## src/design/hes_pkg.sv

```systemverilog
// Register offsets, bit masks and sleep state encoding for the host error bank.
package hes_pkg;

   localparam int REG_W = 8;
   localparam int NUM_REGS = 4;

   localparam logic [7:0] ZONE_REG_ADDR  = 8'h48;
   localparam logic [7:0] VLOW_REG_ADDR  = 8'h49;
   localparam logic [7:0] VHIGH_REG_ADDR = 8'h4a;
   localparam logic [7:0] DIODE_REG_ADDR = 8'h4b;
   localparam logic [7:0] STATUS_RESET   = 8'h00;
   localparam logic [7:0] READ_UNMAPPED  = 8'h00;

   // Bits that exist in each register; the rest read as zero.
   localparam logic [7:0] ZONE_IMPL  = 8'h3f;
   localparam logic [7:0] VLOW_IMPL  = 8'hff;
   localparam logic [7:0] VHIGH_IMPL = 8'hff;
   localparam logic [7:0] DIODE_IMPL = 8'hff;

   // Events masked in deep sleep regardless of configuration.
   localparam logic [7:0] ZONE_ALWAYS  = 8'h30;
   localparam logic [7:0] VLOW_ALWAYS  = 8'hff;
   localparam logic [7:0] VHIGH_ALWAYS = 8'h47;
   localparam logic [7:0] DIODE_ALWAYS = 8'h3c;

   // Events masked in deep sleep only when the mask selection asks for it.
   localparam logic [7:0] ZONE_OPT  = 8'h03;
   localparam logic [7:0] VLOW_OPT  = 8'h00;
   localparam logic [7:0] VHIGH_OPT = 8'h38;
   localparam logic [7:0] DIODE_OPT = 8'hc3;

   localparam int ZONE_IDX  = 0;
   localparam int VLOW_IDX  = 1;
   localparam int VHIGH_IDX = 2;
   localparam int DIODE_IDX = 3;

   localparam int BIT_REG_ONE_HOT = 4;
   localparam int BIT_REG_TWO_HOT = 5;
   localparam int BIT_FUSE_EIGHT  = 2;
   localparam int BIT_FUSE_NINE   = 3;
   localparam int BIT_CHAN_SIXTEEN = 7;

   typedef enum logic [1:0] {
      SLEEP_S0  = 2'b00,
      SLEEP_S1  = 2'b01,
      SLEEP_S3  = 2'b11,
      SLEEP_S45 = 2'b10
   } hes_sleep_t;

endpackage

```

## src/design/hes_host_error_bank.sv

```systemverilog
// Host error status bank: four sticky fault registers and the summary flag.
`timescale 1ns/1ps
module hes_host_error_bank (
   input  wire logic                clk,
   input  wire logic                rst,
   input  wire logic [7:0]          regAddr,
   input  wire logic                regWriteEn,
   input  wire logic [7:0]          regWriteData,
   output logic [7:0]               regReadData,
   input  wire hes_pkg::hes_sleep_t sleepState,
   input  wire logic [7:0]          zoneMaskSelect,
   input  wire logic [7:0]          voltageMaskSelect,
   input  wire logic [7:0]          diodeMaskSelect,
   input  wire logic [3:0]          zoneLimitFault,
   input  wire logic                regulatorOneHotInput,
   input  wire logic                regulatorTwoHotInputN,
   input  wire logic [15:0]         voltageChannelFault,
   input  wire logic [3:0]          diodePairFault,
   input  wire logic                fuseInputEight,
   input  wire logic                fuseInputNine,
   input  wire logic                olderRegulatorStandard,
   input  wire logic                coreSupplyOneMismatch,
   input  wire logic                coreSupplyTwoMismatch,
   output logic                     hostErrorFlag
);
   import hes_pkg::*;

   localparam logic [NUM_REGS-1:0][7:0] ADDRS =
      {DIODE_REG_ADDR, VHIGH_REG_ADDR, VLOW_REG_ADDR, ZONE_REG_ADDR};
   localparam logic [NUM_REGS-1:0][7:0] IMPLS =
      {DIODE_IMPL, VHIGH_IMPL, VLOW_IMPL, ZONE_IMPL};
   localparam logic [NUM_REGS-1:0][7:0] ALWAYS =
      {DIODE_ALWAYS, VHIGH_ALWAYS, VLOW_ALWAYS, ZONE_ALWAYS};
   localparam logic [NUM_REGS-1:0][7:0] OPTS =
      {DIODE_OPT, VHIGH_OPT, VLOW_OPT, ZONE_OPT};

   logic                         sleeping;
   logic [NUM_REGS-1:0][REG_W-1:0] events;
   logic [NUM_REGS-1:0][REG_W-1:0] optSel;
   logic [NUM_REGS-1:0][REG_W-1:0] status;
   logic [7:0]                   next_readData;
   logic                         fuseEnable;

   // Only S3 and S4/5 mask anything in this bank.
   assign sleeping = (sleepState == SLEEP_S3) ||
                     (sleepState == SLEEP_S45);

   // Fuse inputs mean nothing under the newer code mode, so gate them here.
   assign fuseEnable = olderRegulatorStandard;

   assign events[ZONE_IDX] = {2'b00,
                              ~regulatorTwoHotInputN,
                              regulatorOneHotInput,
                              zoneLimitFault};
   assign events[VLOW_IDX]  = voltageChannelFault[7:0];
   assign events[VHIGH_IDX] = voltageChannelFault[15:8];
   assign events[DIODE_IDX] = {diodePairFault[3], diodePairFault[2],
                               coreSupplyTwoMismatch,
                               coreSupplyOneMismatch,
                               fuseInputNine & fuseEnable,
                               fuseInputEight & fuseEnable,
                               diodePairFault[1], diodePairFault[0]};

   assign optSel[ZONE_IDX]  = zoneMaskSelect;
   assign optSel[VLOW_IDX]  = voltageMaskSelect;
   assign optSel[VHIGH_IDX] = voltageMaskSelect;
   assign optSel[DIODE_IDX] = diodeMaskSelect;

   genvar g;
   generate
      for (g = 0; g < NUM_REGS; g++) begin : gen_reg
         hes_status_reg #(
            .IMPL_MASK   (IMPLS[g]),
            .ALWAYS_MASK (ALWAYS[g]),
            .OPT_MASK    (OPTS[g])
         ) u_reg (
            .clk           (clk),
            .rst           (rst),
            .eventIn       (events[g]),
            .sleeping      (sleeping),
            .optMaskSelect (optSel[g]),
            .writeClear    (regWriteEn && (regAddr == ADDRS[g])),
            .writeData     (regWriteData),
            .status        (status[g])
         );
      end
   endgenerate

   // The flag follows the bits directly so clearing the last bit drops it.
   assign hostErrorFlag = |status;

   always_comb begin
      next_readData = READ_UNMAPPED;
      for (int i = 0; i < NUM_REGS; i++) begin
         if (regAddr == ADDRS[i]) begin
            next_readData = status[i];
         end
      end
   end

   // Read data is sampled every cycle from the presented address.
   always_ff @(posedge clk or posedge rst) begin
      if (rst) begin
         regReadData <= STATUS_RESET;
      end else begin
         regReadData <= next_readData;
      end
   end

   // Sleep checks watch bits that are clear, since a bit set before sleep stays.
   a_zone_one_set: assert property (@(posedge clk) disable iff (rst)
      zoneLimitFault[0] && !sleeping |=> status[ZONE_IDX][0])
      else $error("zone one fault not latched");
   a_zone_two_set: assert property (@(posedge clk) disable iff (rst)
      zoneLimitFault[1] && !sleeping |=> status[ZONE_IDX][1])
      else $error("zone two fault not latched");
   a_zone_opt_open: assert property (@(posedge clk) disable iff (rst)
      sleeping |=> ((~status[ZONE_IDX] & ZONE_OPT & ~$past(zoneMaskSelect)
         & {4'h0, $past(zoneLimitFault)}) == 8'h00))
      else $error("unselected zone fault masked in sleep");
   a_zone_opt_held: assert property (@(posedge clk) disable iff (rst)
      sleeping && ((status[ZONE_IDX] & ZONE_OPT & zoneMaskSelect) == 8'h00)
      |=> ((status[ZONE_IDX] & ZONE_OPT & $past(zoneMaskSelect)) == 8'h00))
      else $error("selected zone fault set in sleep");
   a_zone_three_nomask: assert property (@(posedge clk) disable iff (rst)
      zoneLimitFault[2] |=> status[ZONE_IDX][2])
      else $error("zone three fault masked");
   a_zone_four_nomask: assert property (@(posedge clk) disable iff (rst)
      zoneLimitFault[3] |=> status[ZONE_IDX][3])
      else $error("zone four fault masked");
   a_reg_one_set: assert property (@(posedge clk) disable iff (rst)
      regulatorOneHotInput && !sleeping
      |=> status[ZONE_IDX][BIT_REG_ONE_HOT])
      else $error("regulator one hot not latched");
   a_reg_hot_masked: assert property (@(posedge clk) disable iff (rst)
      sleeping && !status[ZONE_IDX][BIT_REG_ONE_HOT] && !regWriteEn
      |=> !status[ZONE_IDX][BIT_REG_ONE_HOT])
      else $error("regulator one hot set during sleep");
   a_reg_two_low: assert property (@(posedge clk) disable iff (rst)
      !regulatorTwoHotInputN && !sleeping
      |=> status[ZONE_IDX][BIT_REG_TWO_HOT])
      else $error("regulator two hot not latched");
   a_reg_two_masked: assert property (@(posedge clk) disable iff (rst)
      sleeping && !status[ZONE_IDX][BIT_REG_TWO_HOT]
      |=> !status[ZONE_IDX][BIT_REG_TWO_HOT])
      else $error("regulator two hot set during sleep");
   a_reserved_zero: assert property (@(posedge clk) disable iff (rst)
      regAddr == ZONE_REG_ADDR |=> regReadData[7:6] == 2'b00)
      else $error("reserved bits read nonzero");

   // The two voltage registers share one optional mask selection.
   a_low_bank_set: assert property (@(posedge clk) disable iff (rst)
      !sleeping |=> ((~status[VLOW_IDX]
         & $past(voltageChannelFault[7:0])) == 8'h00))
      else $error("low voltage bank fault not latched");
   a_low_bank_masked: assert property (@(posedge clk) disable iff (rst)
      sleeping && (status[VLOW_IDX] == 8'h00)
      |=> (status[VLOW_IDX] == 8'h00))
      else $error("low voltage bank set during sleep");
   a_high_bank_set: assert property (@(posedge clk) disable iff (rst)
      !sleeping |=> ((~status[VHIGH_IDX]
         & $past(voltageChannelFault[15:8])) == 8'h00))
      else $error("high voltage bank fault not latched");
   a_high_always: assert property (@(posedge clk) disable iff (rst)
      sleeping && ((status[VHIGH_IDX] & VHIGH_ALWAYS) == 8'h00)
      |=> ((status[VHIGH_IDX] & VHIGH_ALWAYS) == 8'h00))
      else $error("always masked channel set during sleep");
   a_high_opt_open: assert property (@(posedge clk) disable iff (rst)
      sleeping |=> ((~status[VHIGH_IDX] & VHIGH_OPT
         & ~$past(voltageMaskSelect)
         & $past(voltageChannelFault[15:8])) == 8'h00))
      else $error("unselected channel fault masked in sleep");
   a_high_opt_held: assert property (@(posedge clk) disable iff (rst)
      sleeping
      && ((status[VHIGH_IDX] & VHIGH_OPT & voltageMaskSelect) == 8'h00)
      |=> ((status[VHIGH_IDX] & VHIGH_OPT & $past(voltageMaskSelect))
         == 8'h00))
      else $error("selected channel fault set in sleep");
   a_chan_sixteen: assert property (@(posedge clk) disable iff (rst)
      voltageChannelFault[15] |=> status[VHIGH_IDX][BIT_CHAN_SIXTEEN])
      else $error("channel sixteen fault masked");

   // Diode faults are optional; fuse and core supply bits always mask.
   a_diode_opt_open: assert property (@(posedge clk) disable iff (rst)
      sleeping |=> ((~status[DIODE_IDX] & DIODE_OPT
         & ~$past(diodeMaskSelect)
         & $past({diodePairFault[3:2], 4'h0, diodePairFault[1:0]}))
         == 8'h00))
      else $error("unselected diode fault masked in sleep");
   a_diode_always: assert property (@(posedge clk) disable iff (rst)
      sleeping && ((status[DIODE_IDX] & DIODE_ALWAYS) == 8'h00)
      |=> ((status[DIODE_IDX] & DIODE_ALWAYS) == 8'h00))
      else $error("always masked diode bank bit set in sleep");
   a_core_set: assert property (@(posedge clk) disable iff (rst)
      !sleeping |=> ((~status[DIODE_IDX] & {2'b00,
         $past(coreSupplyTwoMismatch), $past(coreSupplyOneMismatch), 4'h0})
         == 8'h00))
      else $error("core supply mismatch not latched");
   a_fuse_gated: assert property (@(posedge clk) disable iff (rst)
      !olderRegulatorStandard && !status[DIODE_IDX][BIT_FUSE_EIGHT]
      |=> !status[DIODE_IDX][BIT_FUSE_EIGHT])
      else $error("fuse eight set outside older mode");
   a_fuse_nine_gated: assert property (@(posedge clk) disable iff (rst)
      !olderRegulatorStandard && !status[DIODE_IDX][BIT_FUSE_NINE]
      |=> !status[DIODE_IDX][BIT_FUSE_NINE])
      else $error("fuse nine set outside older mode");
   a_fuse_set: assert property (@(posedge clk) disable iff (rst)
      olderRegulatorStandard && fuseInputEight && !sleeping
      |=> status[DIODE_IDX][BIT_FUSE_EIGHT])
      else $error("fuse eight not latched in older mode");

   // The summary flag must rise together with the first latched bit.
   a_summary_flag: assert property (@(posedge clk) disable iff (rst)
      $rose(status[VLOW_IDX][0]) |-> hostErrorFlag ##1 $past(hostErrorFlag))
      else $error("summary flag missing");

endmodule

```

## src/design/hes_status_reg.sv

```systemverilog
// One 8-bit sticky write-one-to-clear status register with sleep masking.
`timescale 1ns/1ps
module hes_status_reg #(
   parameter logic [7:0] IMPL_MASK   = 8'hff,
   parameter logic [7:0] ALWAYS_MASK = 8'h00,
   parameter logic [7:0] OPT_MASK    = 8'h00
) (
   input  wire logic       clk,
   input  wire logic       rst,
   input  wire logic [7:0] eventIn,
   input  wire logic       sleeping,
   input  wire logic [7:0] optMaskSelect,
   input  wire logic       writeClear,
   input  wire logic [7:0] writeData,
   output logic [7:0]      status
);
   import hes_pkg::*;

   logic [7:0] effMask;
   logic [7:0] armed;
   logic [7:0] clearOk;

   // Optional masking only applies to bits that the register marks optional.
   assign effMask = sleeping ? (ALWAYS_MASK | (OPT_MASK & optMaskSelect))
                             : 8'h00;
   assign armed   = eventIn & ~effMask & IMPL_MASK;
   // A bit whose condition is still present refuses the clear.
   assign clearOk = writeClear ? (writeData & ~eventIn) : 8'h00;

   // Set wins over clear so an event in the clear cycle is never lost.
   always_ff @(posedge clk or posedge rst) begin
      if (rst) begin
         status <= STATUS_RESET;
      end else begin
         status <= ((status & ~clearOk) | armed) & IMPL_MASK;
      end
   end

   a_clear_refused: assert property (@(posedge clk) disable iff (rst)
      writeClear |=> (($past(status) & $past(eventIn) & ~status) == 8'h00))
      else $error("status bit cleared while its condition held");
   a_clear_done: assert property (@(posedge clk) disable iff (rst)
      writeClear && !sleeping |=> ((status & $past(writeData)
         & ~$past(eventIn)) == 8'h00))
      else $error("written one did not clear an idle bit");
   a_zero_keeps: assert property (@(posedge clk) disable iff (rst)
      writeClear |=> (($past(status) & ~$past(writeData) & ~status) == 8'h00))
      else $error("writing zero changed a status bit");

endmodule

```

## config.mk

```make
export PLATFORM = sky130hd
export DESIGN_NAME = hes_host_error_bank
export DESIGN_NICKNAME = d
export VERILOG_FILES = /design/src/design/hes_pkg.sv /design/src/design/hes_host_error_bank.sv /design/src/design/hes_status_reg.sv
export SDC_FILE = /design/constraint.sdc
export NUM_CORES = 1
export LEC_CHECK = 0
export BUFFER_PORTS_ARGS = -buffer_cell sky130_fd_sc_hd__buf_4
export CAP_MARGIN = 20
export CORE_MARGIN = 4
export CORE_UTILIZATION = 30
export CTS_CLUSTER_DIAMETER = 200
export DETAILED_ROUTE_END_ITERATION = 6
export GPL_TIMING_DRIVEN = 1
export PLACE_DENSITY = 0.55
export SLEW_MARGIN = 5
export SYNTH_ARGS = -nofsm -noshare
export SYNTH_HDL_FRONTEND = slang
export SYNTH_SLANG_ARGS = --single-unit
```

## constraint.sdc

```tcl
create_clock -name clk -period 1.68 [get_ports clk]
set_input_delay 0.42 -clock clk [delete_from_list [all_inputs] [get_ports clk]]
set_output_delay 0.42 -clock clk [all_outputs]
set_load 0.03 [all_outputs]
```

==> flow_summary_export.csv <==
group,metric,value,unit
cts,clock_tree.buffer_depth,2,
finish,antenna_cells,0,
grt,antenna_violations_before_repair,0,
cts,cts_tree,"yes",
grt,globalRouteTotalUtil,15.7,%
routing,dr.first_iter.drc_count,108,
timing,setup-violations-final,1,
timing,max_transition_viols_final,0,
grt,grt_pass1_vias,1787,
routing,dr_wl_met2,2800,um
status,run_status,"complete, but fails checks",
routing,drt_pre_antenna_iters,4,
floorplanning,initial_utilization,31.6,%
worst_setup_path,timing.critical_path.max_delay_family,"simple AND/OR/NAND/NOR gates",
cts,cts_inserted_buffers,5,
routing,ant_nets,0,
floorplanning,design.die.area,0.00772,mm^2
routing,routed.top_layer,"met4",
worst_setup_path,delay_of_the_slowest_cell_on_the_worst_path,550,ps
worst_setup_path,arrival,1640,ps
worst_setup_path,critical_path.startpoint_type,"flop",
yosys,yosysTopAreaCellShare,49.7,%
worst_setup_path,critical-path-slowest-cell,"sky130_fd_sc_hd__or4_4",
routing,wl_per_cell,16.9,um
cts,cts_hold_buf,0,
yosys,post_synth_inst_count,186,
cts,ctsHtreeMaxLevel,2,
grt,overflow,0,
worst_setup_path,cp_cell_sequence,"or4_4, nor3_2, nand4_1, buf_6",
cts,clkTransAtPathRegs,60,ps
timing,fin_crit_sh,123,%
grt,grt_first_pass_wirelength,9240,um
routing,wl_met3,438,um
yosys,postSynthRegisterBits,38,
cts,post_cts.resized_instances,3,
cts,cts_root_buffer,"sky130_fd_sc_hd__clkbuf_8",
routing,route.detailed.drc,0,
timing,final_critical_delay_including_setup_and_external_delays,2060,ps
timing,clock.fmax,486,MHz
floorplanning,die_h,87.9,um
finish,layout-drive-gt1-share,38.5,%
yosys,yosysSeqAreaShare,49.7,%
timing,finClkSkew,3.82,ps
timing,worst-slew-pin-transition,475,ps
min_path,classification_of_the_worst_slack_hold_path,"input pin to asynchronous set/reset pin",
worst_setup_path,critPathBufInv,1,
timing,final-hold-violation-count,0,
timing,finalWorstSetupSlack,-380,ps
yosys,synth_warnings,0,
routing,routedLengthMet1,2570,um
finish,layout_commonest_cell,"sky130_fd_sc_hd__buf_4",
run,maxCapViolations,0,
timing,tightest_slew_margin_relative_to_the_limit,68.3,%
cts,insertion_delay,280,ps
finish,area_growth_syn_to_layout,43.1,%
routing,vias_per_cell,5.13,
floorplanning,floorplan.io_pins,85,
worst_setup_path,critical_path.max_fanout,2,
yosys,yosys.area.top_type,"sky130_fd_sc_hd__dfrtp_1",
yosys,mean_area_per_synthesized_cell,10.3,um^2
finish,nets,349,
cts,postCtsSetupRepairBufs,0,
floorplanning,core-area,0.00606,mm^2
power_and_ir_drop,leakage_power_summed_over_all_cells,1.13,nW
timing,rsz_0062_raised_after_global_routing,"yes",
finish,post_layout_util,45.2,%
floorplanning,die_width,87.9,um
yosys,synthesis.nets,262,
yosys,synth_cell_types,27,
floorplanning,count_of_standard_cell_rows,28,
finish,post-route-cell-area,0.00274,mm^2
grt,largest_net_degree_at_the_start_of_global_routing,39,
power_and_ir_drop,power_density,633,mW/mm^2
power_and_ir_drop,worst_ir_drop_vdd,0.000400,V
placement,post_dp_cell_area,0.00265,mm^2
placement,gp_routability_congestion,0.774,
routing,vias,1784,
finish,layout_common_cells,"sky130_fd_sc_hd__buf_4 (87), sky130_fd_sc_hd__dfrtp_1 (38), sky130_fd_sc_hd__a21oi_1 (33), sky130_fd_sc_hd__inv_1 (17), sky130_fd_sc_hd__a41oi_1 (16)",
worst_setup_path,worst_setup_path_category,"flop to output pin",
worst_setup_path,critical_path.endpoint_type,"output pin",
status,failed_checks,"negative setup slack",
routing,drt-total-wl,5860,um
yosys,syn_area,0.00191,mm^2
cts,tritoncts_num_sinks,38,
worst_setup_path,timing.critical_path.required,1260,ps
placement,io_buffers,68,
placement,half_perimeter_wire_length_after_placement,4570,um
yosys,synth.top_cells.by_area,"sky130_fd_sc_hd__dfrtp_1 (50%), sky130_fd_sc_hd__a21oi_1 (8.6%), sky130_fd_sc_hd__a41oi_1 (7.3%)",
[Yosys cell counts]
master / n
sky130_fd_sc_hd__nand4_1: 1
sky130_fd_sc_hd__a31oi_1: 4
sky130_fd_sc_hd__clkbuf_1: 4
sky130_fd_sc_hd__mux4_2: 6
sky130_fd_sc_hd__or4b_1: 1
sky130_fd_sc_hd__nand3b_1: 6
sky130_fd_sc_hd__buf_1: 1
sky130_fd_sc_hd__buf_4: 1
sky130_fd_sc_hd__inv_1: 17
sky130_fd_sc_hd__a41oi_1: 16
sky130_fd_sc_hd__buf_2: 3
sky130_fd_sc_hd__and4_1: 1
sky130_fd_sc_hd__dfrtp_1: 38
sky130_fd_sc_hd__or3b_1: 1
sky130_fd_sc_hd__nor3b_1: 11
sky130_fd_sc_hd__nor3_1: 1
sky130_fd_sc_hd__or4_1: 1
sky130_fd_sc_hd__nand2_1: 6
sky130_fd_sc_hd__nor2_1: 10
sky130_fd_sc_hd__o21ai_0: 5
sky130_fd_sc_hd__or4bb_1: 1
sky130_fd_sc_hd__mux2_2: 2
sky130_fd_sc_hd__a21oi_1: 33
sky130_fd_sc_hd__nor2b_1: 7
sky130_fd_sc_hd__clkinv_1: 1
sky130_fd_sc_hd__nor4_1: 6
sky130_fd_sc_hd__a22oi_1: 2
[flip-flops by register name, summed over array words and instances (netlist names)]
signal	count
regReadData	8
gen.u_reg.status	30
[worst min-delay path, delay by kind of cell]
| kind | cells | cell delay [ps] |
|---|---|---|
| buf+inv | 3 | 560 |
[routing by layer]
metal,vias to the layer above,global-route usage [%]
met5,-,0
met4,0,3.77
li1,872,-
met1,845,21.2
met3,6,4.70
met2,61,24.9
[cell families after synthesis]
group	Yosys count	share of synthesized area, %
AOI/OAI and AO/OA	60	19.3
and+or+nand+nor	53	17.1
DFF	38	49.7
buffers and inverters	27	5.69
muxes	8	8.24
[path summary, 6_finish.rpt]
kind	from	end	slack, ps	cells after the start
worst max-delay path	gen_reg[1].u_reg.status[3]	hostErrorFlag	-380	4
worst min-delay path	rst	regReadData[7]	260	3
worst max register to register	gen_reg[0].u_reg.status[0]	regReadData[0]	380	3
worst min register to register	gen_reg[3].u_reg.status[5]	gen_reg[3].u_reg.status[5]	570	2
max in group asynchronous	rst	gen_reg[3].u_reg.status[3]	1100	3
min in group clk	regWriteData[2]	gen_reg[3].u_reg.status[2]	360	2
[stage by stage]
stage / hold slack [ps] / std cells / TNS (ps) / total power [mW] / setup WS [ps]
5_1_grt: 307 / 348 / -438 / 1.84 / -438
4_1_cts: 272 / 348 / -414 / 1.76 / -414
2_1_floorplan: 504 / 186 / -122 / 1.02 / -49.6
6_report: 260 / 348 / -380 / 1.73 / -380
3_3_place_gp: 537 / 341 / -2690 / 1.19 / -183
3_5_place_dp: 549 / 341 / -2830 / 1.19 / -221
[report_power, final]
part           leakage (nW)  internal, mW  switching [mW]  total, mW
Clock                0.0383         0.285           0.283      0.568
Combinational         0.714         0.129           0.116      0.245
Sequential            0.374         0.919         0.00239      0.921
Total                  1.13          1.33           0.401       1.73
[final cells by class]
type	count	area, um^2
Timing Repair Buffer	89	684
Tap cell	75	93.8
Inverter	18	67.6
Sequential cell	38	951
Clock buffer	7	76.3
Multi-Input combinational cell	121	866
Fill cell	621	3320
No activity file was read; power rests on OpenSTA's default activity.
